$ cat src/vscir_params.svh
// Register map, field positions, reset values and timing counts of the sync/chroma bank
`ifndef VSCIR_PARAMS_SVH
`define VSCIR_PARAMS_SVH

// ***************************************************************
// Register offsets
// ***************************************************************
`define VSCIR_OFF_LINE_SYNC_START  8'h16
`define VSCIR_OFF_VBLANK_START     8'h18
`define VSCIR_OFF_VBLANK_STOP      8'h19
`define VSCIR_OFF_CHROMA_CTRL1     8'h1A
`define VSCIR_OFF_CHROMA_CTRL2     8'h1B
`define VSCIR_OFF_INT_CLEAR_B      8'h1C

// ***************************************************************
// Reset values
// ***************************************************************
`define VSCIR_RST_LINE_SYNC_START  8'h80
`define VSCIR_RST_VBLANK_START     8'h00
`define VSCIR_RST_VBLANK_STOP      8'h00
`define VSCIR_RST_CHROMA_CTRL1     8'h0C
`define VSCIR_RST_CHROMA_CTRL2     8'h14

// ***************************************************************
// Field positions
// ***************************************************************
`define VSCIR_CC1_PLL_RESET_BIT    4
`define VSCIR_CC1_ADAPT_COMB_BIT   3
`define VSCIR_CC1_COMB_BIT         2
`define VSCIR_CC1_AUTO_COLOR_GAIN_MODE_LSB         0
`define VSCIR_CC2_WIDE_BIT         2
`define VSCIR_CC2_FSEL_LSB         0
`define VSCIR_INT_TV_VCR_BIT       0
`define VSCIR_INT_RESERVED_MASK    8'hDF

// ***************************************************************
// Timing counts in sample clocks and lines
// ***************************************************************
`define VSCIR_SYNC_CODE_ZERO       8'h80
`define VSCIR_SYNC_STEP            4
`define VSCIR_HB_TO_SYNC_525       28
`define VSCIR_HB_TO_SYNC_625       32
`define VSCIR_HB_LEN_525           272
`define VSCIR_HB_LEN_625           284
`define VSCIR_FRAME_LINES_525      525
`define VSCIR_FRAME_LINES_625      625

`endif

$ cat src/vscir_pkg.sv
// Types shared by the sync/chroma register bank
package vscir_pkg;

  typedef enum logic [1:0] {
    VSCIR_AUTO_COLOR_GAIN_MODE_ON     = 2'h0,
    VSCIR_AUTO_COLOR_GAIN_MODE_RSVD   = 2'h1,
    VSCIR_AUTO_COLOR_GAIN_MODE_OFF    = 2'h2,
    VSCIR_AUTO_COLOR_GAIN_MODE_FROZEN = 2'h3
  } vscir_auto_color_gain_mode_t;

  typedef struct packed {
    logic [7:0]  sync_off;
    logic [7:0]  vbs_off;
    logic [7:0]  vbe_off;
    logic [7:0]  cc1;
    logic [7:0]  cc2;
    logic [7:0]  sync_sh;
    logic [7:0]  vbs_sh;
    logic [7:0]  vbe_sh;
    logic [11:0] pix;
    logic [11:0] line;
    logic [11:0] frame_lines;
    logic        vcr;
    logic [7:0]  sts;
    logic        genlock_control_out_pend;
    logic        genlock_control_out_act;
    logic        pll_rst;
    logic [7:0]  rdata;
    logic        line_sync;
    logic        vblank;
    logic        bypass;
    logic        shared_pin;
    logic        genlock_pin;
    logic        irq;
  } vscir_state_t;

endpackage

$ cat src/vscir_regs.sv
// Sync offset, vertical blanking, chroma control and interrupt clear register bank
`timescale 1ns/1ns
`include "vscir_params.svh"
module vscir_regs #(
  parameter int VBI_START_LINE = 1,
  parameter int VBI_STOP_LINE  = 21,
  parameter int SYNC_WIDTH     = 64,
  parameter int LINE_LEN_525   = 1716,
  parameter int LINE_LEN_625   = 1728
) (
  // Clock and reset
  input  wire logic        clk_i,
  input  wire logic        rst_i,
  // Register port from the serial bus front end
  input  wire logic        reg_wr_i,
  input  wire logic        reg_rd_i,
  input  wire logic [7:0]  reg_addr_i,
  input  wire logic [7:0]  reg_wdata_i,
  output logic      [7:0]  reg_rdata_o,
  // Video timing from the decoder core
  input  wire logic        std_625_i,
  input  wire logic        line_start_i,
  input  wire logic        field_start_i,
  input  wire logic        field_identifier_i,
  input  wire logic [7:0]  int_event_i,
  // Pin configuration from other register banks
  input  wire logic        shared_pin_sel_i,
  input  wire logic        shared_blank_sel_i,
  input  wire logic        genlock_sel_i,
  input  wire logic        general_purpose_control_i,
  input  wire logic [7:0]  int_enable_b_i,
  // Timing outputs
  output logic             line_sync_o,
  output logic             vertical_blank_out_o,
  output logic             luma_bypass_o,
  output logic             shared_irq_gp_blank_pin_o,
  output logic             genlock_field_pin_o,
  output logic             interrupt_request_out_o,
  // Chroma controls
  output logic             color_pll_reset_o,
  output logic             adaptive_comb_enable_o,
  output logic             comb_enable_o,
  output logic [1:0]       auto_color_gain_mode_o,
  output logic             wide_chroma_filter_o,
  output logic [1:0]       chroma_filter_sel_o,
  // Status
  output logic [7:0]       int_status_b_o,
  output logic             vcr_mode_o
);

  // ***************************************************************
  // State
  // ***************************************************************
  vscir_pkg::vscir_state_t q;
  vscir_pkg::vscir_state_t d;

  logic signed [12:0] sync_pos;
  logic signed [12:0] blank_start;
  logic signed [12:0] blank_stop;
  logic signed [12:0] line_s;
  logic        [11:0] line_len;
  logic        [11:0] hb_to_sync;
  logic        [11:0] frame_std;
  logic        [7:0]  set_mask;
  logic        [7:0]  clr_mask;
  logic               in_blank;
  logic               vcr_now;

  // ***************************************************************
  // Next state
  // ***************************************************************
  always_comb
  begin
    d = q;
    line_len   = std_625_i ? 12'(LINE_LEN_625) : 12'(LINE_LEN_525);
    hb_to_sync = std_625_i ? 12'(`VSCIR_HB_TO_SYNC_625)
                           : 12'(`VSCIR_HB_TO_SYNC_525);
    frame_std  = std_625_i ? 12'(`VSCIR_FRAME_LINES_625)
                           : 12'(`VSCIR_FRAME_LINES_525);

    // Register writes
    // Unmapped offsets match no branch and change nothing
    d.pll_rst = 1'b0;
    clr_mask  = 8'h00;
    if (reg_wr_i)
    begin
      if (reg_addr_i == `VSCIR_OFF_LINE_SYNC_START)
      begin
        d.sync_off = reg_wdata_i;
      end
      else if (reg_addr_i == `VSCIR_OFF_VBLANK_START)
      begin
        d.vbs_off = reg_wdata_i;
      end
      else if (reg_addr_i == `VSCIR_OFF_VBLANK_STOP)
      begin
        d.vbe_off = reg_wdata_i;
      end
      else if (reg_addr_i == `VSCIR_OFF_CHROMA_CTRL1)
      begin
        // The PLL reset bit is a strobe and is never stored
        d.cc1 = reg_wdata_i & ~(8'h01 << `VSCIR_CC1_PLL_RESET_BIT);
        d.pll_rst = reg_wdata_i[`VSCIR_CC1_PLL_RESET_BIT];
      end
      else if (reg_addr_i == `VSCIR_OFF_CHROMA_CTRL2)
      begin
        d.cc2 = reg_wdata_i;
      end
      else if (reg_addr_i == `VSCIR_OFF_INT_CLEAR_B)
      begin
        clr_mask = reg_wdata_i;
      end
    end

    // Read data: write-only and unmapped offsets read as zero
    if (reg_rd_i)
    begin
      if (reg_addr_i == `VSCIR_OFF_LINE_SYNC_START)
      begin
        d.rdata = q.sync_off;
      end
      else if (reg_addr_i == `VSCIR_OFF_VBLANK_START)
      begin
        d.rdata = q.vbs_off;
      end
      else if (reg_addr_i == `VSCIR_OFF_VBLANK_STOP)
      begin
        d.rdata = q.vbe_off;
      end
      else if (reg_addr_i == `VSCIR_OFF_CHROMA_CTRL1)
      begin
        d.rdata = q.cc1;
      end
      else if (reg_addr_i == `VSCIR_OFF_CHROMA_CTRL2)
      begin
        d.rdata = q.cc2;
      end
      else
      begin
        d.rdata = 8'h00;
      end
    end

    // Pixel and line counters; shadows load at boundaries so no pulse is cut short
    if (line_start_i)
    begin
      d.pix     = 12'h000;
      d.sync_sh = q.sync_off;
      d.line    = q.line + 12'h001;
      d.frame_lines = q.frame_lines + 12'h001;
    end
    else
    begin
      d.pix = q.pix + 12'h001;
    end
    if (field_start_i)
    begin
      d.line   = 12'h000;
      d.vbs_sh = q.vbs_off;
      d.vbe_sh = q.vbe_off;
    end

    // Line sync: shift = (128 - code) * 4 from the nominal blank-to-sync point
    sync_pos = $signed({1'b0, hb_to_sync})
             + ($signed({5'h00, `VSCIR_SYNC_CODE_ZERO})
             - $signed({5'h00, q.sync_sh})) * 13'sd4;
    // A negative position lands in the tail of the line
    if (sync_pos < 0)
    begin
      sync_pos = sync_pos + $signed({1'b0, line_len});
    end
    if ($signed({1'b0, q.pix}) == sync_pos)
    begin
      d.line_sync = 1'b1;
    end
    else if ($signed({1'b0, q.pix}) == sync_pos + 13'(SYNC_WIDTH) || line_start_i)
    begin
      d.line_sync = 1'b0;
    end

    // Vertical blanking window, offsets are signed lines
    line_s      = $signed({1'b0, q.line});
    blank_start = 13'(VBI_START_LINE) + 13'($signed(q.vbs_sh));
    blank_stop  = 13'(VBI_STOP_LINE) + 13'($signed(q.vbe_sh));
    in_blank    = (line_s >= blank_start) && (line_s < blank_stop);
    d.vblank    = in_blank;
    d.bypass    = in_blank;

    // Lines per frame decide TV or VCR mode at each frame start
    vcr_now = q.vcr;
    if (field_start_i && !field_identifier_i)
    begin
      // The frame's first line is counted too, or a standard frame would read one short
      if (line_start_i)
      begin
        d.frame_lines = 12'h001;
      end
      else
      begin
        d.frame_lines = 12'h000;
      end
      vcr_now = (q.frame_lines != frame_std);
      d.vcr = vcr_now;
    end

    // Sticky status, a new event wins over a clear in the same cycle
    set_mask = int_event_i;
    set_mask[`VSCIR_INT_TV_VCR_BIT] = int_event_i[`VSCIR_INT_TV_VCR_BIT] | (vcr_now != q.vcr);
    d.sts = ((q.sts & ~clr_mask) | set_mask) & `VSCIR_INT_RESERVED_MASK;
    // Request is active high only; no open-drain mode is modelled
    d.irq = |(q.sts & int_enable_b_i);

    // Phase reset indication rides the whole of the following line
    if (q.pll_rst)
    begin
      d.genlock_control_out_pend = 1'b1;
    end
    if (line_start_i)
    begin
      d.genlock_control_out_act  = q.genlock_control_out_pend | q.pll_rst;
      d.genlock_control_out_pend = 1'b0;
    end

    // Pin muxes
    // Registered muxes: each pin trails its source by one clock
    if (!shared_pin_sel_i)
    begin
      d.shared_pin = q.irq;
    end
    else if (shared_blank_sel_i)
    begin
      d.shared_pin = q.vblank;
    end
    else
    begin
      d.shared_pin = general_purpose_control_i;
    end
    d.genlock_pin = genlock_sel_i ? q.genlock_control_out_act : field_identifier_i;
  end

  // ***************************************************************
  // Registers
  // ***************************************************************
  always_ff @(posedge clk_i)
  begin
    if (rst_i)
    begin
      q          <= '0;
      // Shadows start equal to their registers, so the first line is regular
      q.sync_off <= `VSCIR_RST_LINE_SYNC_START;
      q.vbs_off  <= `VSCIR_RST_VBLANK_START;
      q.vbe_off  <= `VSCIR_RST_VBLANK_STOP;
      q.cc1      <= `VSCIR_RST_CHROMA_CTRL1;
      q.cc2      <= `VSCIR_RST_CHROMA_CTRL2;
      q.sync_sh  <= `VSCIR_RST_LINE_SYNC_START;
      q.vbs_sh   <= `VSCIR_RST_VBLANK_START;
      q.vbe_sh   <= `VSCIR_RST_VBLANK_STOP;
    end
    else
    begin
      q <= d;
    end
  end

  // ***************************************************************
  // Outputs
  // ***************************************************************
  // All outputs are state bits, so no pin can glitch
  assign reg_rdata_o               = q.rdata;
  assign line_sync_o               = q.line_sync;
  assign vertical_blank_out_o      = q.vblank;
  assign luma_bypass_o             = q.bypass;
  assign shared_irq_gp_blank_pin_o = q.shared_pin;
  assign genlock_field_pin_o       = q.genlock_pin;
  assign interrupt_request_out_o   = q.irq;
  assign color_pll_reset_o         = q.pll_rst;
  assign adaptive_comb_enable_o    = q.cc1[`VSCIR_CC1_ADAPT_COMB_BIT];
  assign comb_enable_o             = q.cc1[`VSCIR_CC1_COMB_BIT];
  assign auto_color_gain_mode_o    = q.cc1[`VSCIR_CC1_AUTO_COLOR_GAIN_MODE_LSB +: 2];
  assign wide_chroma_filter_o      = q.cc2[`VSCIR_CC2_WIDE_BIT];
  assign chroma_filter_sel_o       = q.cc2[`VSCIR_CC2_FSEL_LSB +: 2];
  assign int_status_b_o            = q.sts;
  assign vcr_mode_o                = q.vcr;

endmodule

$ cat config.mk
export PLATFORM = sky130hd
export DESIGN_NAME = vscir_regs
export DESIGN_NICKNAME = d
export VERILOG_FILES = /design/src/vscir_pkg.sv /design/src/vscir_regs.sv
export VERILOG_INCLUDE_DIRS = /design/src
export SDC_FILE = /design/constraint.sdc
export NUM_CORES = 1
export LEC_CHECK = 0
export BUFFER_PORTS_ARGS = -buffer_cell sky130_fd_sc_hd__buf_2
export CORE_AREA = 3 3 134 136
export CTS_BUF_LIST = sky130_fd_sc_hd__clkbuf_8
export DETAILED_ROUTE_END_ITERATION = 7
export DIE_AREA = 0 0 137 139
export PLACE_DENSITY = 0.55
export SKIP_LAST_GASP = 1
export SLEW_MARGIN = 10
export SYNTH_ARGS = -nofsm -noshare
export SYNTH_HDL_FRONTEND = slang
export SYNTH_SLANG_ARGS = --single-unit
$ cat constraint.sdc
create_clock -name clk_i -period 4.2 [get_ports clk_i]
set_input_delay 0.21 -clock clk_i [delete_from_list [all_inputs] [get_ports clk_i]]
set_output_delay 0.21 -clock clk_i [all_outputs]
set_load 0.005 [all_outputs]
Word level (Yosys, flattened, before mapping)
Cells that the tools add are included.
{"block": "word_totals", "ff_bits": 124, "inputBits": 44, "output_inout_bits": 31}
{"block": "op_classes", "bitwise_logic": 11, "eq_ne": 10, "magnitude_cmp": 3, "add_sub_neg": 9, "reduce_logical": 15, "mux": 25}
{"op": "two-way mux 8 bit", "n": 12}
{"op": "equality test 8 x 5 -> 1 bit (second input constant)", "n": 6}
{"op": "adder 12 x 1 -> 12 bit (second input constant)", "n": 3}
{"op": "equality test 13 bit", "n": 2}
{"op": "two-way mux 13 bit", "n": 2}
{"op": "bitwise AND 8 bit", "n": 2}
{"op": "two-way mux 7 bit", "n": 2}
{"op": "adder 12 x 12 -> 13 bit", "n": 1}
{"op": "adder 13 x 8 -> 13 bit (second input constant)", "n": 1}
{"op": "greater-or-equal comparator 13 x 9 -> 1 bit", "n": 1}
{"op": "< comparator 13 x 9 -> 1 bit", "n": 1}
{"op": "adder 7 x 11 -> 12 bit", "n": 1}
{"op": "< comparator 12 x 1 -> 1 bit (second input constant)", "n": 1}
{"op": "two-way mux 12 bit", "n": 1}
{"op": "!= test 12 x 10 -> 1 bit", "n": 1}
{"op": "adder 2 x 8 -> 9 bit (first input constant)", "n": 1}
{"op": "adder 6 x 8 -> 9 bit (first input constant)", "n": 1}
{"op": "subtractor 8 x 8 -> 9 bit (first input constant)", "n": 1}
{"op": "inverter 8 bit", "n": 1}
{"op": "bitwise OR 8 bit", "n": 1}
{"op": "OR reduction 8 bit", "n": 1}
{"op": "two-way mux 1 bit", "n": 7}
{"op": "two-way mux 6 bit", "n": 1}
{"op": "AND reduction 6 bit", "n": 1}
{"op": "other kinds (13)", "n": 21}

Longest topological paths before layout
Gate-level depths: netlist (run 1).
{"block": "depth", "word_depth": 11, "depth_mapped": 18, "ltp_nobuf": 18}

Least setup slack after synthesis (run 1)
No wires, ideal clock.
{"block": "synth_timing", "path_kind": "input to register", "from": "input std_625_i", "to": "register q, in the netlist line_sync_o", "path_stages": 17, "arrival_ns": 3.700, "path_slack_ns": 0.359, "setup_ns": 0.140, "n_path_buf": 1, "required_time_ns": 4.060, "path_cell_list": "clkbuf_1 > inv_1 > ha_1 > fa_1 > xor2_1 > ha_1 > a31oi_1 > nor3b_1 > o21ai_0 > o311ai_1 > nor3_1 > xor2_1 > ha_1 > inv_1 > o31a_1 > o41ai_1 > o211ai_1"}
{"block": "synth_via", "elab_chain_cells": 8, "elab_cells_between_ends": 12, "classes_between": "add/sub: 3; order compare: 1; eq/ne: 2; mux: 4; reduce/logical: 2"}
{"item": "start, declared", "line_no": "vscir_regs.sv:21", "rtl": "input wire logic std_625_i,"}
{"item": "two-way mux 6 bit", "line_no": "vscir_regs.sv:76", "rtl": "hb_to_sync = std_625_i ? 12'(`VSCIR_HB_TO_SYNC_625)"}
{"item": "adder 7 x 11 -> 12 bit", "line_no": "vscir_regs.sv:164", "rtl": "sync_pos = $signed({1'b0, hb_to_sync})"}
{"item": "adder 12 x 12 -> 13 bit or < comparator 12 x 1 -> 1 bit (tied branches)", "line_no": "vscir_regs.sv:170, vscir_regs.sv:168"}
{"item": "two-way mux 13 bit *", "line_no": "vscir_regs.sv:168", "rtl": "if (sync_pos < 0)"}
{"item": "adder 13 x 8 -> 13 bit", "line_no": "vscir_regs.sv:176", "rtl": "else if ($signed({1'b0, q.pix}) == sync_pos + 13'(SYNC_WIDTH) || line_start_i)"}
{"item": "equality test 13 bit", "line_no": "vscir_regs.sv:176"}
{"item": "logical OR 1 bit", "line_no": "vscir_regs.sv:176"}
{"item": "nonzero test 2 bit (no line)"}
{"item": "end, declared", "line_no": "vscir_regs.sv:54", "rtl": "vscir_pkg::vscir_state_t q;"}
Every way passes the cells marked *; elsewhere a longest branch is shown, timed or not.
A chain may end at the register's enable or synchronous reset.

Worst setup path in the final report (run 1)
{"block": "layout_timing", "from": "register q[78] in the netlist's numbering", "to": "register q, in the netlist line_sync_o"}
{"block": "layout_via", "elab_chain_cells": 8, "elab_cells_between_ends": 11, "classes_between": "add/sub: 4; order compare: 1; eq/ne: 2; mux: 2; reduce/logical: 2"}
{"item": "subtractor 8 x 8 -> 9 bit *", "line_no": "vscir_regs.sv:165", "rtl": "+ ($signed({5'h00, `VSCIR_SYNC_CODE_ZERO})"}
{"item": "adder 7 x 11 -> 12 bit *", "line_no": "vscir_regs.sv:164"}
{"item": "adder 12 x 12 -> 13 bit or < comparator 12 x 1 -> 1 bit (tied branches)", "line_no": "vscir_regs.sv:170, vscir_regs.sv:168"}
{"item": "two-way mux 13 bit *", "line_no": "vscir_regs.sv:168"}
{"item": "adder 13 x 8 -> 13 bit", "line_no": "vscir_regs.sv:176"}
{"item": "equality test 13 bit", "line_no": "vscir_regs.sv:176"}
{"item": "logical OR 1 bit", "line_no": "vscir_regs.sv:176"}
{"item": "nonzero test 2 bit (no line)"}
Marked as above.

==> results of run 1 <==
## cell usage after synthesis, types with 4 or more instances
master	count	area share, %
inv_1	21	1.2
a21oi_1	64	4.8
nand2_1	60	3.4
or3_1	6	0.56
nor3b_1	6	0.67
and3_1	14	1.3
mux2i_1	43	6.4
ha_1	41	7.6
dfxtp_1	123	37
nor3_1	10	0.75
a211oi_1	10	1.1
nor2_1	113	6.3
nand2b_1	4	0.37
nand3_1	44	3.3
buf_1	4	0.22
xor2_1	37	4.8
clkbuf_1	29	1.6
a211o_1	6	0.78
nor2b_1	6	0.56
o21ai_0	16	1.2
o21a_1	7	0.78
buf_4	21	2.3
nand4_1	12	1.1
a222oi_1	9	1.3
xnor2_1	27	3.5
## routing by layer
metal,share of wire (%),GRT usage (%)
met1,50,24.26
met2,45,27.14
met3,4.1,3.846
met4,1.1,3.992
met5,0,0
## cells by family (layout without fill, tap and decap cells)
| group | after synthesis | after routing | synth area share, % |
|---|---|---|---|
| AND/OR/NAND/NOR | 292 | 292 | 20.47 |
| XOR/XNOR | 66 | 66 | 8.829 |
| multiplexers | 43 | 43 | 6.407 |
| AO/OA/AOI/OAI | 144 | 144 | 14.29 |
| adder cells (fa/ha/maj) | 42 | 42 | 7.934 |
| other | 1 | 1 | 0.05582 |
| flip-flops | 123 | 123 | 36.65 |
| buffers and inverters | 75 | 145 | 5.364 |
## power by group through the flow
stage / Clock, mW / Sequential [mW] / Combinational (mW)
4_1_cts: 1.13 / 1.20 / 0.169
6_report: 1.10 / 1.20 / 0.168
3_3_place_gp: 0 / 1.22 / 0.163
3_5_place_dp: 0 / 1.22 / 0.164
5_1_grt: 1.18 / 1.20 / 0.189
2_1_floorplan: 0 / 1.22 / 0.113
## layout make-up
class | instances | area (um2) | area share [%]
Multi-Input combinational cell | 588 | 3938 | 51.08
Sequential cell | 123 | 2462 | 31.94
Timing Repair Buffer | 92 | 533.0 | 6.914
Clock buffer | 19 | 261.5 | 3.392
Tap cell | 225 | 281.5 | 3.652
Inverter | 21 | 78.83 | 1.023
Clock inverter | 13 | 153.9 | 1.996
## path summary, 6_finish.rpt
| kind | start | end |
|---|---|---|
| setup / recovery | q[78] | line_sync_o |
| hold / removal | genlock_sel_i | genlock_field_pin_o |
| setup reg to reg | q[78] | line_sync_o |
| hold reg to reg | q[89] | q[89] |
## sequential cells by signal, summed over array words and instances, names as in the netlist
| signal | count |
|---|---|
| reg_rdata_o | 8 |
| comb_enable_o | 1 |
| int_status_b_o | 7 |
| wide_chroma_filter_o | 1 |
| vcr_mode_o | 1 |
| chroma_filter_sel_o | 2 |
| genlock_field_pin_o | 1 |
| shared_irq_gp_blank_pin_o | 1 |
| line_sync_o | 1 |
| interrupt_request_out_o | 1 |
| q | 82 |
| color_pll_reset_o | 1 |
| luma_bypass_o | 1 |
| adaptive_comb_enable_o | 1 |
| line_s | 12 |
| auto_color_gain_mode_o | 2 |
## stage by stage
step           cells  power, mW  setup WS (ns)  cell area [um2]
6_report        1081      2.462         0.2504             7709
5_1_grt         1081      2.570        0.02522             7709
4_1_cts         1079      2.493         0.1058             7651
3_5_place_dp    1040      1.387         0.1197             7166
3_3_place_gp    1040      1.387         0.1515             7166
2_1_floorplan    786      1.334         0.3595             6718
## timing repair
action / 4_1_cts / 5_1_grt
endpoints found under the setup margin: 0 / 1
endpoints found under the hold margin: 7 / 0
setup buffers: 0 / 2
resized for setup: 0 / 7
hold buffers: 7 / 0
## critical path, delay by kind of cell, from the launching register on
family	cells	cell delay [ns]
simple gates	2	0.32
compound gates	6	1.17
xor+xnor	2	0.41
buf+inv	2	0.16
flops	1	0.44
fa+ha+maj	4	1.35
==> impl_metrics.yaml, run 1 <==
floorplanning:
  core_um2: 17060
  die_area_um2: 19040
  start_util_pct: 39.39
  io_pins: 75
  die_h_um: 139
  num_rows: 48
  die_w_um: 137
clock_network:
  cts_root_buffer: "clkbuf_8"
  clock_latency_ns: 0.45
  cts_tree: "built"
  clock_tree.htree_level_count: 4
  cts.sinks: 123
  cts_inserted_buffers: 17
  ctsLongestPathBuffers: 2
  clkTransAtPathRegs_ns: 0.08
finish:
  area_delta_synth_final_pct: 14.75
  final_cell_mix: "dfxtp_1, nor2_1, buf_2, a21oi_1, nand2_1"
  antenna_cells: 0
  fin_nets: 929
  layout_commonest_cell: "dfxtp_1"
  drive_gt1_share_pct: 16.12
  fillers: 1709
  final_core_util_pct: 45.20
timing:
  whs_ns: 0.02891
  timing.slew.headroom_pct: 33.17
  worst_pin_slew_ns: 1.003
  hold_viol: 0
  drv_slew: 0
  fin_crit_sh_pct: 94.04
  skew_ns: 0.01619
  rsz0062_at_grt: "false"
  fmax_mhz: 253.2
  timing.setup.tns_ns: 0
  period_needed_ns: 3.950
  report.final.setup_viol: 0
global_routing:
  grt_max_degree: 92
  grt_pass1_vias: 5290
  grt_first_pass_wirelength_mm: 26.59
  grt.total_usage_pct: 17.30
  grt_antenna_before_repair: 0
  grt_overflow: 0
pwr:
  p_seq_share_pct: 48.6
  power_leakage_nw: 3.167
  power_frac_comb_pct: 6.8
  p_int_mw: 1.827
  powerDensity_nw_per_um2: 319.3
  p_sw_share_pct: 25.76
  power_frac_clock_pct: 44.5
  ir_drop_mv: 0.2197
  p_sw_mw: 0.6341
synth:
  synthCells: 786
  synthArstFlopShare_pct: 0
  synth-seq-cells: 123
  synth_cell_type_count: 62
  synth_nets: 872
  ys_seq_area_share_pct: 36.65
  synth_edf_count: 0
  yosysWarnings: 0
  netlist_area_um2: 6718
  synth_flop_cell: "dfxtp_1"
  synth_area_per_cell_um2: 8.547
worst_setup_path:
  crit_chain: "inv_1, ha_1, fa_1, xor2_1, ha_1, a31oi_2, nor3b_1, o21ai_0, o311ai_1, nor3_1, xor2_1, ha_1, inv_1, o31a_1, o41ai_2, o211ai_1"
  critPathCaptureType: "register"
  required_ns: 4.52
  critical-path-max-stage-delay_ns: 0.45
  start_kind: "register"
  slowest_stage: "fa_1"
  critPathKind: "register to register"
  reg2reg_depth: 16
  r2r_slack_ns: 0.25
  cp_common_cell: "ha_1"
  critPathMaxFanout: 4
  arrival_ns: 4.27
place:
  routabilityCongestion: 0.8053
  numPortBuffers: 71
  dp_hpwl_mm: 11.52
routing:
  vias_per_cell: 5.132
  finalWirelength_mm: 15.98
  dr.pass1.iters: 6
  antenna_left: 0
  wl_per_cell_um: 14.79
  dr.first_iter.drc_count: 340
  dr_total_vias: 5548
  drc_errors: 0
hold_path:
  whs_path_depth: 3
  min_path_type: "input pin to register"
status:
  status: "complete, no violations"
job:
  drv_cap: 0
(Power assumes the default switching activity.)
==> inputs of run 2 (changes only) <==
--- a/config.mk
+++ b/config.mk
@@ -11,7 +11,6 @@
 export CTS_BUF_LIST = sky130_fd_sc_hd__clkbuf_8
 export DETAILED_ROUTE_END_ITERATION = 7
 export DIE_AREA = 0 0 137 139
-export PLACE_DENSITY = 0.55
 export SKIP_LAST_GASP = 1
 export SLEW_MARGIN = 10
 export SYNTH_ARGS = -nofsm -noshare
==> run 2 against run 1 <==
Non-clock buffer count up 2. Cell area barely moved. Clock skew down 0.0044 ns. Clock power about the same. First-iteration DRC count is 8.5% lower. Via count is 0.18% lower. Clock-buffer cell count shrank 1. Critical path depth stayed put. Combinational power about the same. Largest power group unchanged.
==> impl_metrics.yaml, run 2 (synthesis results as in run 1) <==
global_routing:
  grt_pass1_vias: 5236
  grt_antenna_before_repair: 0
  grt_overflow: 0
  grt.met1_usage_pct: 23.57
  top_usage_layer: "met2"
  grt.total_usage_pct: 17.16
  grt_use_met3_pct: 3.774
  grt_first_pass_wirelength_mm: 26.07
  grt_max_degree: 48
  grt_util_met2_pct: 27.01
timing:
  drv_slew: 0
  period_needed_ns: 3.842
  fmax_mhz: 260.3
  report.final.setup_viol: 0
  skew_ns: 0.01180
  timing.slew.headroom_pct: 36.56
  fin_crit_sh_pct: 91.47
  hold_viol: 0
  worst_pin_slew_ns: 0.9516
hold_path:
  whs_path_depth: 3
  min_path_type: "input pin to register"
routing:
  vias_per_cell: 5.118
  drc_errors: 0
  finalWirelength_mm: 15.89
  wl_per_cell_um: 14.69
  dr_total_vias: 5538
  dr.first_iter.drc_count: 311
  antenna_left: 0
  dr.pass1.iters: 5
place:
  dp_cells: 1039
  routabilityCongestion: 0.7962
  dp_hpwl_mm: 11.47
  numPortBuffers: 71
floorplanning:
  die_area_um2: 19040
  num_rows: 48
  die_h_um: 139
  start_util_pct: 39.39
  die_w_um: 137
  core_um2: 17060
  io_pins: 75
finish:
  final_core_util_pct: 45.19
  area_delta_synth_final_pct: 14.73
  finalNonFillerCells: 1082
  fin_nets: 931
  final_cell_mix: "dfxtp_1, nor2_1, buf_2, a21oi_1, nand2_1"
  antenna_cells: 0
  largest_register: "q"
  largest_reg_flops: 82
  drive_gt1_share_pct: 15.87
  layout_commonest_cell: "dfxtp_1"
clock_network:
  clock_latency_ns: 0.45
  cts_root_buffer: "clkbuf_8"
  cts.sinks: 123
  ctsLongestPathBuffers: 2
  cts_tree: "built"
  clkTransAtPathRegs_ns: 0.07
  cts_inserted_buffers: 17
  clock_tree.htree_level_count: 4
worst_setup_path:
  path_depth: 16
  cp_common_cell: "ha_1"
  arrival_ns: 4.16
  start_kind: "register"
  slowest_stage: "fa_1"
  critical-path-max-stage-delay_ns: 0.44
  crit_chain: "inv_1, ha_1, fa_1, xor2_1, ha_1, a31oi_2, nor3b_1, o21ai_0, o311ai_1, nor3_1, xor2_1, ha_1, inv_1, o31a_1, o41ai_2, o211ai_1"
  cp_top_family: "adder cells"
  critPathMaxFanout: 6
  critPathKind: "register to register"
  critPathCaptureType: "register"
  reg2reg_depth: 16
  required_ns: 4.52
  path_buf_inv: 2
pwr:
  ir_drop_mv: 0.1960
  powerDensity_nw_per_um2: 320.9
  power.total_mw: 2.473
  power_leakage_nw: 3.150
job:
  drv_cap: 0
status:
  status: "complete, no violations"
[run 2: cell types whose count changed in the layout (fill, tap and decap cells not counted), moves of 2 or more]
| cell | change |
|---|---|
| clkinvlp_4 | +2 |
| dfxtp_1 | -2 |
| dfxtp_2 | +2 |
| dlygate4sd3_1 | +2 |
| inv_6 | -2 |
| xnor2_1 | +2 |
| xnor2_2 | -2 |
[run 2: what timing repair did]
item                                    in CTS  in global routing
endpoints found under the setup margin       0                  1
resized for setup                            0                  6
setup buffers                                0                  3
endpoints found under the hold margin        8                  0
hold buffers                                 9                  0
[run 2: per-layer routing]
layer  vias to the layer above  part of all wire (%)
met5                         -                     0
met4                         0                   1.2
met3                        18                   4.8
met2                       125                    45
met1                      2536                    49
li1                       2859                     -
[run 2: path summary, 6_finish.rpt]
kind / to / slack, ns / from
setup / recovery: line_sync_o / 0.36 / q[78]
hold / removal: int_status_b_o[0] / 0.07 / int_event_i[0]
setup reg to reg: line_sync_o / 0.36 / q[78]
hold reg to reg: q[100] / 0.46 / q[100]
[run 2: cell type report]
class,instances,area (um2)
Fill cell,1719,9349
Multi-Input combinational cell,588,3918
Sequential cell,123,2465
Timing Repair Buffer,94,550.5
Tap cell,225,281.5
Clock buffer,18,247.7
Clock inverter,13,166.4
Inverter,21,78.83
[run 2: where the power goes]
part | switching [mW] | total [mW] | internal (mW) | leakage [nW]
sequential | 0.0165 | 1.20 | 1.18 | 0.998
combinational | 0.0973 | 0.171 | 0.0732 | 1.95
clock | 0.500 | 1.10 | 0.603 | 0.202
[run 2: worst register-to-register path, cell delays in order (launching register included)]
cell	delay [ns]
dfxtp_2	0.40
inv_1	0.09
ha_1	0.34
fa_1	0.44
xor2_1	0.19
ha_1	0.33
a31oi_2	0.27
nor3b_1	0.07
o21ai_0	0.08
o311ai_1	0.16
nor3_1	0.24
xor2_1	0.21
ha_1	0.21
inv_1	0.06
o31a_1	0.30
o41ai_2	0.21
o211ai_1	0.12
[run 2: stage by stage]
stage	setup slack (ns)	TNS [ns]	instance area, um2	hold slack, ns
floorplan	0.3595	0	6718	0.3056
global placement	0.1372	0	7156	0.4128
detailed placement	0.09614	0	7156	0.4099
CTS	0.07636	0	7660	0.03573
global route	-0.0005809	-0.0005809	7707	0.04454
finish	0.3584	0	7707	0.07291
==> inputs of run 3 (changes only) <==
--- a/config.mk
+++ b/config.mk
@@ -6,11 +6,12 @@
 export SDC_FILE = /design/constraint.sdc
 export NUM_CORES = 1
 export LEC_CHECK = 0
+export ABC_AREA = 1
 export BUFFER_PORTS_ARGS = -buffer_cell sky130_fd_sc_hd__buf_2
-export CORE_AREA = 3 3 134 136
+export CORE_AREA = 3 3 136 138
 export CTS_BUF_LIST = sky130_fd_sc_hd__clkbuf_8
 export DETAILED_ROUTE_END_ITERATION = 7
-export DIE_AREA = 0 0 137 139
+export DIE_AREA = 0 0 139 141
 export SKIP_LAST_GASP = 1
 export SLEW_MARGIN = 10
 export SYNTH_ARGS = -nofsm -noshare
==> run 3 against run 2 <==
Worst setup slack improved by 0.16 ns. Final cell count rose by 17%. Global-route usage rose by 0.53 points. Critical endpoint unchanged.
==> impl_metrics.yaml, run 3 <==
routing:
  dr_wl_met3_um: 614
  wl_met1_mm: 8.397
  dr.pass1.iters: 5
  top_layer: "met4"
  routed-wl-met2_mm: 7.579
  antenna_left: 0
  dr_total_vias: 6276
  vias_per_cell: 4.973
  dr.first_iter.drc_count: 365
  wl_per_cell_um: 13.56
  drc_errors: 0
  finalWirelength_mm: 17.12
finish:
  layout_commonest_cell: "inv_1"
  drive_gt1_share_pct: 12.15
  largest_reg_flops: 82
  antenna_cells: 0
  final_cell_mix: "inv_1, nand2_1, dfxtp_1, o21ai_0, a21oi_1"
  largest_register: "q"
  area_delta_synth_final_pct: 13.21
  fin_nets: 1111
  finalNonFillerCells: 1262
pwr:
  p_seq_share_pct: 48.9
  powerDensity_nw_per_um2: 317.4
  power_frac_clock_pct: 42.5
  p_sw_mw: 0.6075
  p_int_mw: 1.869
  p_sw_share_pct: 24.53
  power_leakage_nw: 3.390
  power_frac_comb_pct: 8.6
  ir_drop_mv: 0.1985
synth:
  synth_top_area_share_pct: 35.72
  synth_most_common_cell: "inv_1"
  synth.area.top_cells: "dfxtp_1, inv_1, nand2_1"
  netlist_area_um2: 6893
  yosysWarnings: 0
  synth_edf_count: 0
  synth_cell_type_count: 46
  synth_nets: 1051
  synth_area_per_cell_um2: 7.143
  synth-seq-cells: 123
  synthCells: 965
  yosys-top-cells-count: "inv_1, nand2_1, dfxtp_1"
  synthArstFlopShare_pct: 0
  yosysTopAreaCell: "dfxtp_1"
  synth_flop_cell: "dfxtp_1"
  ys_seq_area_share_pct: 35.72
place:
  routabilityCongestion: 0.8511
  numPortBuffers: 71
  dp_hpwl_mm: 13.14
  dp_cells: 1222
clock_network:
  cts_root_buffer: "clkbuf_8"
  cts_setup_buffers: 0
  cts-resized-gates: 0
  cts_tree: "built"
  ctsLongestPathBuffers: 2
  cts_inserted_buffers: 17
  clkTransAtPathRegs_ns: 0.08
  clock_tree.htree_level_count: 4
  clock_latency_ns: 0.44
  cts.sinks: 123
floorplanning:
  die_area_um2: 19600
  start_util_pct: 39.85
  core_um2: 17300
  num_rows: 48
  die_h_um: 141
  die_w_um: 139
  io_pins: 75
hold_path:
  min_path_type: "input pin to register"
global_routing:
  grt.total_usage_pct: 17.69
  grt_pass1_vias: 5751
  grt_max_degree: 64
  grt_first_pass_wirelength_mm: 28.21
  grt_antenna_before_repair: 0
  grt_overflow: 0
worst_setup_path:
  cp_top_family: "adder cells"
  critPathCaptureType: "register"
  arrival_ns: 4.00
  slowest_stage: "ha_1"
  critPathKind: "register to register"
  critPathMaxFanout: 6
  crit_chain: "inv_1, ha_1, inv_1, nor2_4, nor2_1, ha_1, xor2_1, ha_1, nand3_1, nand2_1, inv_1, nor2_1, nand3_1, nand2_1, o21ai_1, nand2_2, ha_1, xor2_1, nor2_1, nand2_1, a21oi_2, nand3_1, nand2_1, a21oi_2"
  path_buf_inv: 3
  start_kind: "register"
  required_ns: 4.52
  critical-path-max-stage-delay_ns: 0.37
timing:
  period_needed_ns: 3.677
  timing.slew.headroom_pct: 45.74
  skew_ns: 0.01329
  drv_slew: 0
  report.final.setup_viol: 0
  fmax_mhz: 272.0
  fin_crit_sh_pct: 87.55
  rsz0062_at_grt: "false"
  timing.setup.tns_ns: 0
  hold_viol: 0
  worst_pin_slew_ns: 0.8110
status:
  status: "complete, no violations"
job:
  drv_cap: 0
-- run 3: changes by cell type in the layout (fill, tap and decap cells not counted), moves of 15 or more --
cell / delta
inv_1: +134
mux2i_1: -43
o21ai_0: +85
xor2_1: -20
a21oi_1: +32
nand2_1: +81
nor2_1: -39
xnor2_1: -23
nand3_1: +15
-- run 3: power by group through the flow --
| stage | combinational [mW] | sequential, mW | clock [mW] |
|---|---|---|---|
| final | 0.214 | 1.21 | 1.05 |
| after floorplan | 0.148 | 1.23 | 0 |
| after global placement | 0.206 | 1.24 | 0 |
| after CTS | 0.216 | 1.21 | 1.08 |
| after global routing | 0.249 | 1.21 | 1.12 |
| after detailed placement | 0.208 | 1.24 | 0 |
-- run 3: kinds of logic (layout without fill, tap and decap cells) --
group	after synthesis	in the layout	synth area share [%]
AND/OR/NAND/NOR	331	331	21.56
AO/OA/AOI/OAI	249	249	20.19
buffers and inverters	198	270	12.07
flip-flops	123	123	35.72
adder cells (fa/ha/maj)	42	42	7.733
XOR/XNOR	21	21	2.668
other	1	1	0.05440
-- run 3: through the flow --
step / worst slack [ns] / area [um2] / hold slack, ns / util [%] / power (mW)
floorplan: 0.9063 / 6893 / 0.3041 / - / 1.379
global placement: 0.5739 / 7315 / 0.4421 / 42.29 / 1.443
detailed placement: 0.5401 / 7315 / 0.4416 / 42.29 / 1.446
CTS: 0.5239 / 7804 / 0.001387 / 45.12 / 2.505
global route: 0.1277 / 7804 / 0.02562 / 45.12 / 2.587
finish: 0.5229 / 7804 / 0.02679 / 45.12 / 2.477
-- run 3: layout make-up --
| type | count | area [um2] |
|---|---|---|
| Timing Repair Buffer | 84 | 475.5 |
| Clock buffer | 22 | 302.8 |
| Inverter | 155 | 586.8 |
| Fill cell | 1806 | 9493 |
| Tap cell | 225 | 281.5 |
| Clock inverter | 9 | 96.34 |
| Sequential cell | 123 | 2462 |
| Multi-Input combinational cell | 644 | 3598 |
-- run 3: worst paths after layout --
kind	start	endpoint	slack [ns]	depth (start not counted)
setup / recovery	q[78]	line_sync_o	0.52	24
hold / removal	reg_wdata_i[7]	q[125]	0.03	3
setup reg to reg	q[78]	line_sync_o	0.52	24
hold reg to reg	q[37]	q[37]	0.46	1
-- run 3: worst register-to-register path, delay by kind of cell (launching register included) --
family / cells / cell delay (ns)
AND/OR/NAND/NOR: 12 / 0.99
flip-flops: 1 / 0.31
buffers and inverters: 3 / 0.29
AO/OA/AOI/OAI: 3 / 0.32
XOR/XNOR: 2 / 0.45
adder cells (fa/ha/maj): 4 / 1.19
-- run 3: what timing repair did --
item,4_1_cts,5_1_grt
setup endpoints to repair,0,0
endpoints found under the hold margin,9,0
hold buffers,9,0
-- run 3: layer usage --
metal | up-vias | GRT usage, %
li1 | 3320 | -
met1 | 2796 | 23.76
met2 | 130 | 28.05
met3 | 30 | 2.951
met4 | 0 | 7.878
met5 | - | 0
